--- config.mk ---
export PLATFORM = sky130hd
export DESIGN_NAME = lbt_tester
export DESIGN_NICKNAME = d
export VERILOG_FILES = /design/src/common/lbt_pkg.sv /design/src/logic/lbt_tester.sv
export VERILOG_INCLUDE_DIRS = /design/src /design/src/common
export SDC_FILE = /design/constraint.sdc
export NUM_CORES = 1
export LEC_CHECK = 0
export BUFFER_PORTS_ARGS = -buffer_cell sky130_fd_sc_hd__buf_2
export CORE_MARGIN = 5
export CORE_UTILIZATION = 65
export CTS_CLUSTER_SIZE = 28
export DETAILED_ROUTE_END_ITERATION = 10
export PLACE_DENSITY_LB_ADDON = 0.12
export SYNTH_ARGS = -nofsm -noshare
export SYNTH_HDL_FRONTEND = slang
export SYNTH_SLANG_ARGS = --single-unit
--- constraint.sdc ---
create_clock -name clk_in -period 9.55 [get_ports clk_in]
set_input_delay 2.3875 -clock clk_in [delete_from_list [all_inputs] [get_ports clk_in]]
set_output_delay 2.3875 -clock clk_in [all_outputs]
set_load 0.03 [all_outputs]
--- src/common/lbt_consts.svh ---
`ifndef LBT_CONSTS_SVH
`define LBT_CONSTS_SVH

// register offsets (byte addresses)
`define LBT_ADDR_CTRL 8'h00
`define LBT_ADDR_DATA 8'h04
`define LBT_ADDR_THRESH 8'h08
`define LBT_ADDR_DUR 8'h0c
`define LBT_ADDR_STATUS 8'h10
`define LBT_ADDR_BITERR 8'h14
`define LBT_ADDR_ERRSEC 8'h18
`define LBT_ADDR_ELAPSED 8'h1c
`define LBT_ADDR_LOOPCODE 8'h20
`define LBT_ADDR_CAPS 8'h24

// ctrl fields
`define LBT_CTRL_START 0
`define LBT_CTRL_STOP 1
`define LBT_CTRL_PAT_LO 2
`define LBT_CTRL_NONLATCH 5
`define LBT_CTRL_SEQ 6
`define LBT_CTRL_LAST 7
`define LBT_CTRL_LOOPOUT 8

// reset values
`define LBT_OCTET_DEFAULT 8'h32
`define LBT_ALT_DEFAULT 8'hff
`define LBT_THRESH_DEFAULT 24'd56
`define LBT_DUR_DEFAULT 17'd1
`define LBT_LOOPCODE_DEFAULT 8'h5a

// limits
`define LBT_ERR_SAT 8'd255
`define LBT_ALT_RUN 7'd100
`define LBT_SETUP_OCTETS 8'd32
`define LBT_MAX_TESTS_VAR 7'd8
`define LBT_MAX_SYSTEM 11'd1024

// timing
`define LBT_CLK_MHZ 100
`define LBT_SECOND_US 1000000
`define LBT_SECOND_CYC (`LBT_CLK_MHZ * `LBT_SECOND_US)

`endif

--- src/common/lbt_pkg.sv ---
package lbt_pkg;
    typedef enum logic [2:0] {
        LBT_PAT_LONG,
        LBT_PAT_SHORT,
        LBT_PAT_OCTET,
        LBT_PAT_ALT
    } lbt_pattern_t;

    typedef enum logic [1:0] {
        LBT_ASSOC_NONE,
        LBT_ASSOC_FAR_END,
        LBT_ASSOC_TEST,
        LBT_ASSOC_FAR_END_AND_TEST
    } lbt_assoc_t;

    typedef enum logic [1:0] {
        LBT_DONE_NONE,
        LBT_DONE_TIME,
        LBT_DONE_ERROR,
        LBT_DONE_STOPPED
    } lbt_done_t;
endpackage

--- src/logic/lbt_tester.sv ---
// The address-and-strobe port and the address map are this design's own decisions.
`timescale 1ns/10ps
`include "lbt_consts.svh"

// Contract
// - long pseudo-random pattern of 2047 bits sent until stopped.
// - short pseudo-random pattern of 511 bits sent until stopped.
// - non-latching variants interleave loop command with test data throughout.
// - octet mode repeats configured octet, default 32 hex, latched only.
// - byte_zero_alternating_pattern mode sends 100 data octets, 100 zero octets, default ff.
// - returned stream compared bitwise; every mismatch adds one error.
// - bit error counter saturates at 255, never wraps.
// - 255 or more errors within one second ends the test.
// - transmit stream continuous with no gaps during a test.
// - any element can be commanded into latched loopback and out.
// - far-end loop only: out of service, looped, far end.
// - test only: out of service, looped, test in progress.
// - both: out of service, looped, far end and test.
// - concurrent tests per card limited to 1, 8 or 64 by variant.
// - local test sends loopback code first, then runs for set period.
// - far-end loop code deactivates link and loops received data back while no test runs.
// - system supports at most 1024 concurrent local link tests.
// - results kept per point: errors, errored seconds, duration, status.
// - error threshold defaults to 56; test stops once exceeded.
// - sequence of points aborts at the first failed point.
// - no signalling traffic carried while a test runs.
module lbt_tester
    import lbt_pkg::*;
#(
    parameter int SECOND_CYCLES = `LBT_SECOND_CYC
) (
    input wire logic clk_in,
    input wire logic resetn_in,
    input wire logic [7:0] addr_in,
    input wire logic [31:0] wdata_in,
    input wire logic wr_in,
    input wire logic rd_in,
    output logic [31:0] rdata_out,
    input wire logic bit_en_in,
    input wire logic rx_bit_in,
    input wire logic far_loop_code_in,
    input wire logic [1:0] card_variant_in,
    input wire logic [6:0] tests_active_in,
    input wire logic [10:0] system_tests_in,
    input wire logic sig_tx_bit_in,
    output logic tx_bit_out,
    output logic link_active_out,
    output logic out_of_service_disabled_out,
    output logic looped_state_out,
    output lbt_assoc_t associated_state_out,
    output logic test_running_out
);

    // ************************************************
    // synchronisers
    // ************************************************
    logic [2:0] sync1_reg;
    logic [2:0] sync2_reg;
    logic [1:0] var1_reg;
    logic [1:0] var2_reg;
    always_ff @(posedge clk_in or negedge resetn_in) begin
        if (!resetn_in) begin
            sync1_reg <= 3'h0;
            sync2_reg <= 3'h0;
            var1_reg <= 2'h0;
            var2_reg <= 2'h0;
        end else begin
            sync1_reg <= {far_loop_code_in, rx_bit_in, bit_en_in};
            sync2_reg <= sync1_reg;
            var1_reg <= card_variant_in;
            var2_reg <= var1_reg;
        end
    end
    wire bit_en_s = sync2_reg[0];
    wire rx_bit_s = sync2_reg[1];
    wire far_code_s = sync2_reg[2];

    // ************************************************
    // registers
    // ************************************************
    logic [2:0] pat_reg;
    logic nonlatch_reg;
    logic seq_reg;
    logic last_reg;
    logic loop_latched_reg;
    logic [7:0] data_reg;
    logic data_given_reg;
    logic [23:0] thresh_reg;
    logic [16:0] dur_reg;
    logic [7:0] loopcode_reg;
    logic running_reg;
    logic setup_reg;
    logic seq_abort_reg;
    lbt_done_t done_reg;
    logic [7:0] biterr_reg;
    logic [23:0] total_err_reg;
    logic [16:0] errsec_reg;
    logic [16:0] elapsed_reg;
    logic [7:0] sec_err_reg;
    logic [31:0] sec_cnt_reg;
    logic [10:0] lfsr_reg;
    logic [7:0] chk_hist_reg;
    logic [2:0] bitpos_reg;
    logic [6:0] alt_cnt_reg;
    logic alt_zero_reg;
    logic [7:0] setup_cnt_reg;
    logic [7:0] ref_hist_reg;
    logic interleave_reg;
    logic [2:0] lc_pos_reg;

    wire [6:0] max_tests = (var2_reg == 2'h0) ? 7'd1 :
        (var2_reg == 2'h1) ? `LBT_MAX_TESTS_VAR : 7'd64;
    wire admit = (tests_active_in < max_tests) && (system_tests_in < `LBT_MAX_SYSTEM);
    wire wr_ctrl = wr_in && (addr_in == `LBT_ADDR_CTRL);
    wire start_req = wr_ctrl && wdata_in[`LBT_CTRL_START] && !running_reg && admit;
    wire stop_req = wr_ctrl && wdata_in[`LBT_CTRL_STOP];
    wire [2:0] new_pat = wdata_in[`LBT_CTRL_PAT_LO +: 3];
    wire latched_pat = (new_pat == 3'(LBT_PAT_OCTET)) || (new_pat == 3'(LBT_PAT_ALT));
    wire start_ok = start_req && !(latched_pat && wdata_in[`LBT_CTRL_NONLATCH])
        && !(seq_abort_reg && wdata_in[`LBT_CTRL_SEQ]);
    wire [7:0] default_data = (new_pat == 3'(LBT_PAT_ALT)) ? `LBT_ALT_DEFAULT
        : `LBT_OCTET_DEFAULT;

    // ************************************************
    // pattern generation
    // ************************************************
    // feedback taps
    wire long_fb = lfsr_reg[10] ^ lfsr_reg[8];
    wire short_fb = lfsr_reg[8] ^ lfsr_reg[4];
    wire prbs_long = (pat_reg == 3'(LBT_PAT_LONG));
    wire prbs_bit = lfsr_reg[prbs_long ? 10 : 8];
    wire [10:0] lfsr_next = prbs_long ? {lfsr_reg[9:0], long_fb}
        : {2'h0, lfsr_reg[7:0], short_fb};
    wire octet_bit = alt_zero_reg ? 1'b0 : data_reg[3'd7 - bitpos_reg];
    wire code_bit = loopcode_reg[3'd7 - lc_pos_reg];
    // code octet interleaved between prbs octets
    wire use_code = setup_reg || (nonlatch_reg && interleave_reg);
    wire pat_bit = (pat_reg[1]) ? octet_bit : prbs_bit;
    wire tx_next = use_code ? code_bit : pat_bit;
    wire octet_end = (bitpos_reg == 3'd7);
    wire checking = running_reg && chk_hist_reg[7];
    wire mismatch = checking && bit_en_s && (rx_bit_s != ref_hist_reg[7]);
    wire sec_tick = (sec_cnt_reg == 32'(SECOND_CYCLES - 1));
    wire [7:0] biterr_inc = (biterr_reg == `LBT_ERR_SAT) ? biterr_reg : biterr_reg + 8'd1;
    wire [7:0] sec_inc = (sec_err_reg == `LBT_ERR_SAT) ? sec_err_reg : sec_err_reg + 8'd1;
    // too many errors in one second
    wire burst_fail = running_reg && (sec_inc == `LBT_ERR_SAT) && mismatch;
    wire thresh_fail = running_reg && mismatch && ((total_err_reg + 24'd1) > thresh_reg);
    wire time_done = running_reg && sec_tick && ((elapsed_reg + 17'd1) >= dur_reg);
    wire err_end = burst_fail || thresh_fail;

    // ************************************************
    // control and counters
    // ************************************************
    always_ff @(posedge clk_in or negedge resetn_in) begin
        if (!resetn_in) begin
            pat_reg <= 3'(LBT_PAT_LONG);
            nonlatch_reg <= 1'b0;
            seq_reg <= 1'b0;
            last_reg <= 1'b0;
            loop_latched_reg <= 1'b0;
            data_reg <= `LBT_OCTET_DEFAULT;
            data_given_reg <= 1'b0;
            thresh_reg <= `LBT_THRESH_DEFAULT;
            dur_reg <= `LBT_DUR_DEFAULT;
            loopcode_reg <= `LBT_LOOPCODE_DEFAULT;
            running_reg <= 1'b0;
            setup_reg <= 1'b0;
            seq_abort_reg <= 1'b0;
            done_reg <= LBT_DONE_NONE;
        end else begin
            if (wr_in && addr_in == `LBT_ADDR_DATA) begin
                data_reg <= wdata_in[7:0];
                data_given_reg <= 1'b1;
            end
            if (wr_in && addr_in == `LBT_ADDR_THRESH) begin
                thresh_reg <= wdata_in[23:0];
            end
            if (wr_in && addr_in == `LBT_ADDR_DUR) begin
                dur_reg <= (wdata_in[16:0] == 17'h0) ? `LBT_DUR_DEFAULT : wdata_in[16:0];
            end
            if (wr_in && addr_in == `LBT_ADDR_LOOPCODE) begin
                loopcode_reg <= wdata_in[7:0];
            end
            // latch element loop in or out
            if (wr_ctrl && !running_reg) begin
                loop_latched_reg <= !wdata_in[`LBT_CTRL_LOOPOUT]
                    && !wdata_in[`LBT_CTRL_NONLATCH] && (loop_latched_reg
                    || wdata_in[`LBT_CTRL_START]);
            end
            if (start_ok) begin
                pat_reg <= new_pat;
                nonlatch_reg <= wdata_in[`LBT_CTRL_NONLATCH];
                seq_reg <= wdata_in[`LBT_CTRL_SEQ];
                last_reg <= wdata_in[`LBT_CTRL_LAST];
                if (!data_given_reg) begin
                    data_reg <= default_data;
                end
                data_given_reg <= 1'b0;
                setup_reg <= 1'b1;
                running_reg <= 1'b1;
                done_reg <= LBT_DONE_NONE;
                seq_abort_reg <= 1'b0;
            end else if (setup_reg && bit_en_s && octet_end
                    && setup_cnt_reg == `LBT_SETUP_OCTETS - 8'd1) begin
                setup_reg <= 1'b0;
            end
            if (running_reg && (stop_req || err_end || time_done)) begin
                running_reg <= 1'b0;
                setup_reg <= 1'b0;
                done_reg <= stop_req ? LBT_DONE_STOPPED : err_end ? LBT_DONE_ERROR
                    : LBT_DONE_TIME;
                seq_abort_reg <= seq_reg && err_end && !last_reg;
            end
            if (stop_req && !running_reg) begin
                seq_abort_reg <= 1'b0;
            end
        end
    end

    // one bit per enable, no gaps
    always_ff @(posedge clk_in or negedge resetn_in) begin
        if (!resetn_in) begin
            lfsr_reg <= 11'h7ff;
            bitpos_reg <= 3'h0;
            alt_cnt_reg <= 7'h0;
            alt_zero_reg <= 1'b0;
            setup_cnt_reg <= 8'h0;
            ref_hist_reg <= 8'h0;
            interleave_reg <= 1'b0;
            lc_pos_reg <= 3'h0;
            chk_hist_reg <= 8'h0;
        end else if (start_ok) begin
            lfsr_reg <= 11'h7ff;
            bitpos_reg <= 3'h0;
            alt_cnt_reg <= 7'h0;
            alt_zero_reg <= 1'b0;
            setup_cnt_reg <= 8'h0;
            interleave_reg <= 1'b0;
            lc_pos_reg <= 3'h0;
            chk_hist_reg <= 8'h0;
        end else if (bit_en_s && running_reg) begin
            bitpos_reg <= bitpos_reg + 3'd1;
            lc_pos_reg <= lc_pos_reg + 3'd1;
            chk_hist_reg <= {chk_hist_reg[6:0], !use_code};
            ref_hist_reg <= {ref_hist_reg[6:0], pat_bit};
            if (!use_code && !pat_reg[1]) begin
                lfsr_reg <= (lfsr_next == 11'h0) ? 11'h7ff : lfsr_next;
            end
            if (octet_end) begin
                if (setup_reg) begin
                    setup_cnt_reg <= setup_cnt_reg + 8'd1;
                end else if (nonlatch_reg) begin
                    interleave_reg <= !interleave_reg;
                end
                if (!use_code && pat_reg == 3'(LBT_PAT_ALT)) begin
                    if (alt_cnt_reg == `LBT_ALT_RUN - 7'd1) begin
                        alt_cnt_reg <= 7'h0;
                        alt_zero_reg <= !alt_zero_reg;
                    end else begin
                        alt_cnt_reg <= alt_cnt_reg + 7'd1;
                    end
                end
            end
        end
    end

    always_ff @(posedge clk_in or negedge resetn_in) begin
        if (!resetn_in) begin
            biterr_reg <= 8'h0;
            total_err_reg <= 24'h0;
            errsec_reg <= 17'h0;
            elapsed_reg <= 17'h0;
            sec_err_reg <= 8'h0;
            sec_cnt_reg <= 32'h0;
        end else if (start_ok) begin
            biterr_reg <= 8'h0;
            total_err_reg <= 24'h0;
            errsec_reg <= 17'h0;
            elapsed_reg <= 17'h0;
            sec_err_reg <= 8'h0;
            sec_cnt_reg <= 32'h0;
        end else if (running_reg) begin
            sec_cnt_reg <= sec_tick ? 32'h0 : sec_cnt_reg + 32'd1;
            if (mismatch && bit_en_s) begin
                biterr_reg <= biterr_inc;
                total_err_reg <= total_err_reg + 24'd1;
            end
            if ((sec_tick || err_end || stop_req) && (sec_err_reg != 8'h0 || mismatch)) begin
                errsec_reg <= errsec_reg + 17'd1;
            end
            if (sec_tick) begin
                elapsed_reg <= elapsed_reg + 17'd1;
                sec_err_reg <= 8'h0;
            end else if (mismatch) begin
                sec_err_reg <= sec_inc;
            end
        end
    end

    // ************************************************
    // outputs
    // ************************************************
    logic tx_reg;
    logic far_loop_reg;
    always_ff @(posedge clk_in or negedge resetn_in) begin
        if (!resetn_in) begin
            tx_reg <= 1'b1;
            far_loop_reg <= 1'b0;
        end else begin
            far_loop_reg <= far_code_s;
            if (far_loop_reg && !running_reg) begin
                tx_reg <= rx_bit_s;
            end else if (running_reg) begin
                if (bit_en_s) begin
                    tx_reg <= tx_next;
                end
            end else begin
                tx_reg <= sig_tx_bit_in;
            end
        end
    end
    assign tx_bit_out = tx_reg;
    assign test_running_out = running_reg;
    assign link_active_out = !(running_reg || far_loop_reg);
    assign out_of_service_disabled_out = running_reg || far_loop_reg;
    assign looped_state_out = running_reg || far_loop_reg;
    assign associated_state_out = (far_loop_reg && running_reg) ? LBT_ASSOC_FAR_END_AND_TEST
        : far_loop_reg ? LBT_ASSOC_FAR_END : running_reg ? LBT_ASSOC_TEST : LBT_ASSOC_NONE;

    wire [31:0] status_word = {24'h0, seq_abort_reg, far_loop_reg, loop_latched_reg,
        setup_reg, running_reg, 1'b0, done_reg};
    wire [31:0] ctrl_word = {23'h0, loop_latched_reg, last_reg, seq_reg, nonlatch_reg,
        pat_reg, 2'h0};
    wire [31:0] rd_mux = (addr_in == `LBT_ADDR_CTRL) ? ctrl_word
        : (addr_in == `LBT_ADDR_DATA) ? {24'h0, data_reg}
        : (addr_in == `LBT_ADDR_THRESH) ? {8'h0, thresh_reg}
        : (addr_in == `LBT_ADDR_DUR) ? {15'h0, dur_reg}
        : (addr_in == `LBT_ADDR_STATUS) ? status_word
        : (addr_in == `LBT_ADDR_BITERR) ? {24'h0, biterr_reg}
        : (addr_in == `LBT_ADDR_ERRSEC) ? {15'h0, errsec_reg}
        : (addr_in == `LBT_ADDR_ELAPSED) ? {15'h0, elapsed_reg}
        : (addr_in == `LBT_ADDR_LOOPCODE) ? {24'h0, loopcode_reg}
        : (addr_in == `LBT_ADDR_CAPS) ? {25'h0, max_tests} : 32'h0;
    always_ff @(posedge clk_in or negedge resetn_in) begin
        if (!resetn_in) begin
            rdata_out <= 32'h0;
        end else if (rd_in) begin
            rdata_out <= rd_mux;
        end
    end

endmodule // lbt_tester

## Word level (Yosys, flattened, before mapping)

Index checks and enable logic that the tools add are counted.

- $add $sub $neg: 12
- $lt $le $gt $ge: 7
- Eq/ne operators: 24
- Muxes and demuxes: 99
- Bitwise operators: 3
- Reduce and logical (&&, ||, !) cells: 95

Operator list:

| operator | number |
|---|---|
| 2-to-1 mux 17 bit | 12 |
| 2-to-1 mux 8 bit | 20 |
| 2-to-1 mux 24 bit | 6 |
| 2-to-1 mux 32 bit | 3 |
| 2-to-1 mux 7 bit | 8 |
| 2-to-1 mux 11 bit | 5 |
| logical AND 1 bit | 41 |
| == test 8 x 5 -> 1 bit, second input constant | 5 |
| adder 17 x 1 -> 17 bit, second input constant | 2 |
| adder 32 x 1 -> 32 bit, second input constant | 1 |
| == test 32 x 27 -> 1 bit, second input constant | 1 |
| 2-to-1 mux 1 bit | 30 |
| nonzero test 2 bit | 13 |
| adder 24 x 1 -> 24 bit, second input constant | 1 |
| adder 8 x 1 -> 8 bit, second input constant | 3 |
| == test 8 bit, second input constant | 3 |
| > comparator 24 bit | 1 |
| >= comparator 17 bit | 1 |
| zero test 17 bit | 1 |
| == test 8 x 4 -> 1 bit, second input constant | 2 |
| == test 8 x 6 -> 1 bit, second input constant | 2 |
| 2-to-1 mux 2 bit | 8 |
| 2-to-1 mux 3 bit | 4 |
| AND reduction 2 bit | 6 |
| 30 further kinds | 61 |

- Bits in registers: 270
- Bits of input ports: 68
- Output and inout bits: 39

## Logic depth before layout (Yosys ltp)

- Depth after elaboration: 13
- Mapped depth: 19

## Worst setup path before layout

Ideal clock, no wire load.

- Path kind: in2reg
- Start: in tests_active_in[6]
- End: reg sec_cnt_reg[25]
- Library setup time: 0.080 ns
- Data arrival time: 4.677 ns
- Slack: 4.793 ns
- Stages on the path: 8
- Cell sequence: ha_1 or3b_1 and3b_1 o2111ai_4 a2111oi_4 nand4_4 or3_1 a21oi_1

- Longest elaborated chain between the ends: 6

Ends and longest elaborated chain:

| element | line | source |
|---|---|---|
| from (decl) | lbt_tester.sv:43 | `input wire logic [6:0] tests_active_in,` |
| < comparator 7 bit * | lbt_tester.sv:113 | `` wire admit = (tests_active_in < max_tests) && (system_tests_in < `LBT_MAX_SYSTEM); `` |
| logical AND 1 bit * | lbt_tester.sv:113 |  |
| logical AND 1 bit * | lbt_tester.sv:115 | `` wire start_req = wr_ctrl && wdata_in[`LBT_CTRL_START] && !running_reg && admit; `` |
| logical AND 1 bit * (2 in series) | lbt_tester.sv:119 | `` wire start_ok = start_req && !(latched_pat && wdata_in[`LBT_CTRL_NONLATCH]) `` |
| 2-to-1 mux 32 bit or nonzero test 2 bit (tied branches) | - |  |
| to (signal assigned) | lbt_tester.sv:284 | `sec_cnt_reg <= sec_tick ? 32'h0 : sec_cnt_reg + 32'd1;` |
| to (decl) | lbt_tester.sv:100 | `logic [31:0] sec_cnt_reg;` |

Every way passes the cells marked *; elsewhere a longest branch is shown, timed or not.
A chain may end at the register's enable or synchronous reset.

## Final worst setup path

- Start: reg total_err_reg[0]
- End: reg errsec_reg[7]

- Longest elaborated chain between the ends: 9

Ends and longest elaborated chain:

| element | line | source |
|---|---|---|
| from (decl) | lbt_tester.sv:96 | `logic [23:0] total_err_reg;` |
| from (signal assigned) | lbt_tester.sv:287 | `total_err_reg <= total_err_reg + 24'd1;` |
| adder 24 x 1 -> 24 bit | lbt_tester.sv:148 | `wire thresh_fail = running_reg && mismatch && ((total_err_reg + 24'd1) > thresh_reg);` |
| > comparator 24 bit | lbt_tester.sv:148 |  |
| logical AND 1 bit | lbt_tester.sv:148 |  |
| logical OR 1 bit | lbt_tester.sv:150 | `wire err_end = burst_fail \|\| thresh_fail;` |
| logical OR 1 bit (2 in series) | lbt_tester.sv:289 | `if ((sec_tick \|\| err_end \|\| stop_req) && (sec_err_reg != 8'h0 \|\| mismatch)) begin` |
| logical AND 1 bit | lbt_tester.sv:289 |  |
| nonzero test 2 bit (no line) | - |  |
| AND reduction 2 bit (no line) | - |  |
| to (signal assigned) | lbt_tester.sv:290 | `errsec_reg <= errsec_reg + 17'd1;` |
| to (decl) | lbt_tester.sv:97 | `logic [16:0] errsec_reg;` |

Every way passes these cells.

==> flow_summary.ini <==
[worst_setup_path]
worst_ep_arrival_time_ps = 5880
worst_setup_path_end_kind = flip-flop
worstPathCellList = ha_1 > and3_1 > and3_1 > and3_1 > and3_1 > and3_1 > and3_1 > xor2_1 > ha_1 > nand4_1 > or4_1 > a211o_1 > o211a_1 > a211oi_2 > o21ai_2 > or4_1 > a21oi_1
critical-path-slowest-cell = sky130_fd_sc_hd__or4_1
reg2reg_slack_ps = 4130
setup.worst_path.start_class = flip-flop
crit_top_cell = sky130_fd_sc_hd__and3_1
cp.required_ps = 10010
critical_path.max_fanout = 34
critPathKind = reg2reg
cpPeakStageDelay_ps = 620

[clocking]
cts_hold_buffers_added = 0
clock_tree.root_cell = sky130_fd_sc_hd__clkbuf_16
cts_made_buffers = 28
clk_transition_reported_paths_ps = 60
cts_resized = 0
cts_tree = built
clock_tree.buffer_depth = 3
later_pin_clock_latency_in_the_skew_report_ps = 550
cts_num_sinks = 262
htreeDepth = 1
cts_post_setup_buffers_inserted = 0

[job]
drv.max_cap_violation_count = 0

[timing]
maxSlewViolCount = 0
final.min_clock_period_ps = 5418
finClkSkew_ps = 8.936
setup-violations-final = 0
post-route-period-util_pct = 56.73
worst-slew-pin-transition_ps = 1161
rsz0062_at_grt = no
achievable-frequency_mhz = 184.6
slew_headroom_pct = 22.40
setup-tns-final_ps = 0
report.final.hold_viol_count = 0

[cells_and_area]
fin_nets = 1718
mostFrequentLayoutCell = sky130_fd_sc_hd__dfrtp_1
final_cells = 1897
most-common-layout-cells = sky130_fd_sc_hd__dfrtp_1, sky130_fd_sc_hd__nand2_1, sky130_fd_sc_hd__o21ai_0, sky130_fd_sc_hd__nor2_1, sky130_fd_sc_hd__nand3_1
largest_register_ffs = 32
final_design_area_no_fill_sq_um = 15920
drive_gt1_share_pct = 14.84
area_growth_pct = 10.82
antennaDiodeCount = 0

[power]
power.switching_mw = 0.7137
ir_worst_vdd_uv = 162.0
p_seq_share_pct = 43.3
power_density_nw_per_um2 = 171.9
switching_portion_of_total_power_pct = 26.09
clock_power_share_pct = 43.1
comb_power_share_pct = 13.7
power_mw = 2.736
leakage_component_of_the_power_nw = 6.998
p_int_mw = 2.022

[worst_hold_path]
holdCritPathClass = reg2reg

[run_status]
outcome = finished clean

[floorplan]
placement_rows = 54
placeableCoreArea_sq_um = 21820
ioPinCount = 107
chipHeight_um = 158.7
die_width_um = 158.7
dieArea_sq_um = 25170
start_util_pct = 65.82

[synth]
synthXorXnorAreaFrac_pct = 4.695
synth_compound_area_share_pct = 14.72
sequential_cell_area_fraction_in_the_yosys_report_pct = 45.84
ys.flop_type = sky130_fd_sc_hd__dfrtp_1
netlist_instances = 1549
ys_warn_count = 0
synth_top_family_by_area = simple AND/OR/NAND/NOR gates
synth_adder_area_share_pct = 4.791
ys_ff_latch = 262
post_synth_and_or_nand_nor_area_fraction_pct = 20.33
async_reset_ff_share_pct = 100.0
synth_mux_area_share_pct = 5.209
yosys.cell_types.count = 81
synth_enable_flop_cells = 0
synth_area_per_cell_sq_um = 9.274
syn-cell-area_sq_um = 14370

[placement]
postPlaceCellArea_sq_um = 14900
io_buffers = 80
placed_cells = 1845
hpwl_um = 25570
gp_routability_congestion = 0.9484

[route]
detail-route-antenna-nets = 0
vias = 11990
drt_total_wl_um = 36540
drt_pass1_iterations = 7
drc = 0
wire_per_inst_um = 19.26
dr.first_iter.drc_count = 945
post_drt_via_cell_ratio = 6.318

[grt]
grt_first_pass_wirelength_um = 59320
grt-ovfl-total = 0
gr-usage-all-layers_pct = 29.33
grt_max_degree = 87
antenna_found_initial = 0
first_global_vias = 11560
## cells in the mapped netlist (29+ instances only)
library cell / count / area [sq um]
sky130_fd_sc_hd__inv_1: 70 / 262.8
sky130_fd_sc_hd__xnor2_1: 29 / 254.0
sky130_fd_sc_hd__nand2_1: 218 / 818.3
sky130_fd_sc_hd__a21oi_1: 88 / 440.4
sky130_fd_sc_hd__nor2_1: 114 / 427.9
sky130_fd_sc_hd__ha_1: 55 / 688.2
sky130_fd_sc_hd__and3_1: 39 / 244.0
sky130_fd_sc_hd__mux2_2: 46 / 518.0
sky130_fd_sc_hd__clkbuf_1: 67 / 251.5
sky130_fd_sc_hd__dfrtp_1: 239 / 5981
sky130_fd_sc_hd__o21ai_0: 121 / 605.6
sky130_fd_sc_hd__xor2_1: 48 / 420.4
sky130_fd_sc_hd__nand3_1: 94 / 470.5
## cell families after synthesis
kind of cell / after synthesis
and+or+nand+nor: 598
AOI/OAI and AO/OA: 335
DFF: 262
buffers and inverters: 157
xor gates and xnor gates: 77
muxes: 64
adders and majority gates: 55
other: 1
## per-layer routing
metal	GRT usage (%)	wire length (um)	part of all wire [%]
met3	4.050	2655	7.3
met2	48.67	17180	47
met4	10.28	1471	4.0
met1	39.81	15240	42
met5	0	0	0
## final timing paths
path                                        end  cells past startpoint              from
min in group asynchronous         rdata_out[15]                      1         resetn_in
max in group asynchronous       ref_hist_reg[7]                      2         resetn_in
worst min register to register      var2_reg[0]                      0       var1_reg[0]
worst min-delay path                var2_reg[0]                      0       var1_reg[0]
worst max register to register    errsec_reg[7]                     17  total_err_reg[0]
worst max-delay path              errsec_reg[7]                     17  total_err_reg[0]
## metrics by stage
stage	hold WS [ps]	util [%]	worst slack, ps
global route	355.8	72.94	3795
finish	352.6	72.94	4132
detailed placement	338.0	68.29	3854
CTS	354.8	72.94	4187
global placement	333.6	68.29	3896
floorplan	331.2	-	4793
## worst max-delay path, delay by kind of cell, from the launching register on
kind / cells / cell delay (ps)
flops: 1 / 440
xor+xnor: 1 / 90
fa+ha+maj: 2 / 580
simple gates: 9 / 2820
compound gates: 5 / 1400
## area by class of cell
type | count | area [sq um]
inverters | 70 | 262.8
clock inverters | 11 | 163.9
fillers | 1649 | 5904
flip-flops and latches | 262 | 6585
multi-input cells | 1137 | 7176
clock buffers | 41 | 850.8
repair buffers | 96 | 530.5
well taps | 280 | 350.3
## power by group through the flow
stage	Combinational [mW]	Sequential, mW	Clock [mW]
global placement	0.354	1.20	0
CTS	0.372	1.18	1.19
floorplan	0.252	1.21	0
detailed placement	0.370	1.20	0
finish	0.374	1.18	1.18
global route	0.419	1.19	1.24
(Power assumes the default switching activity.)
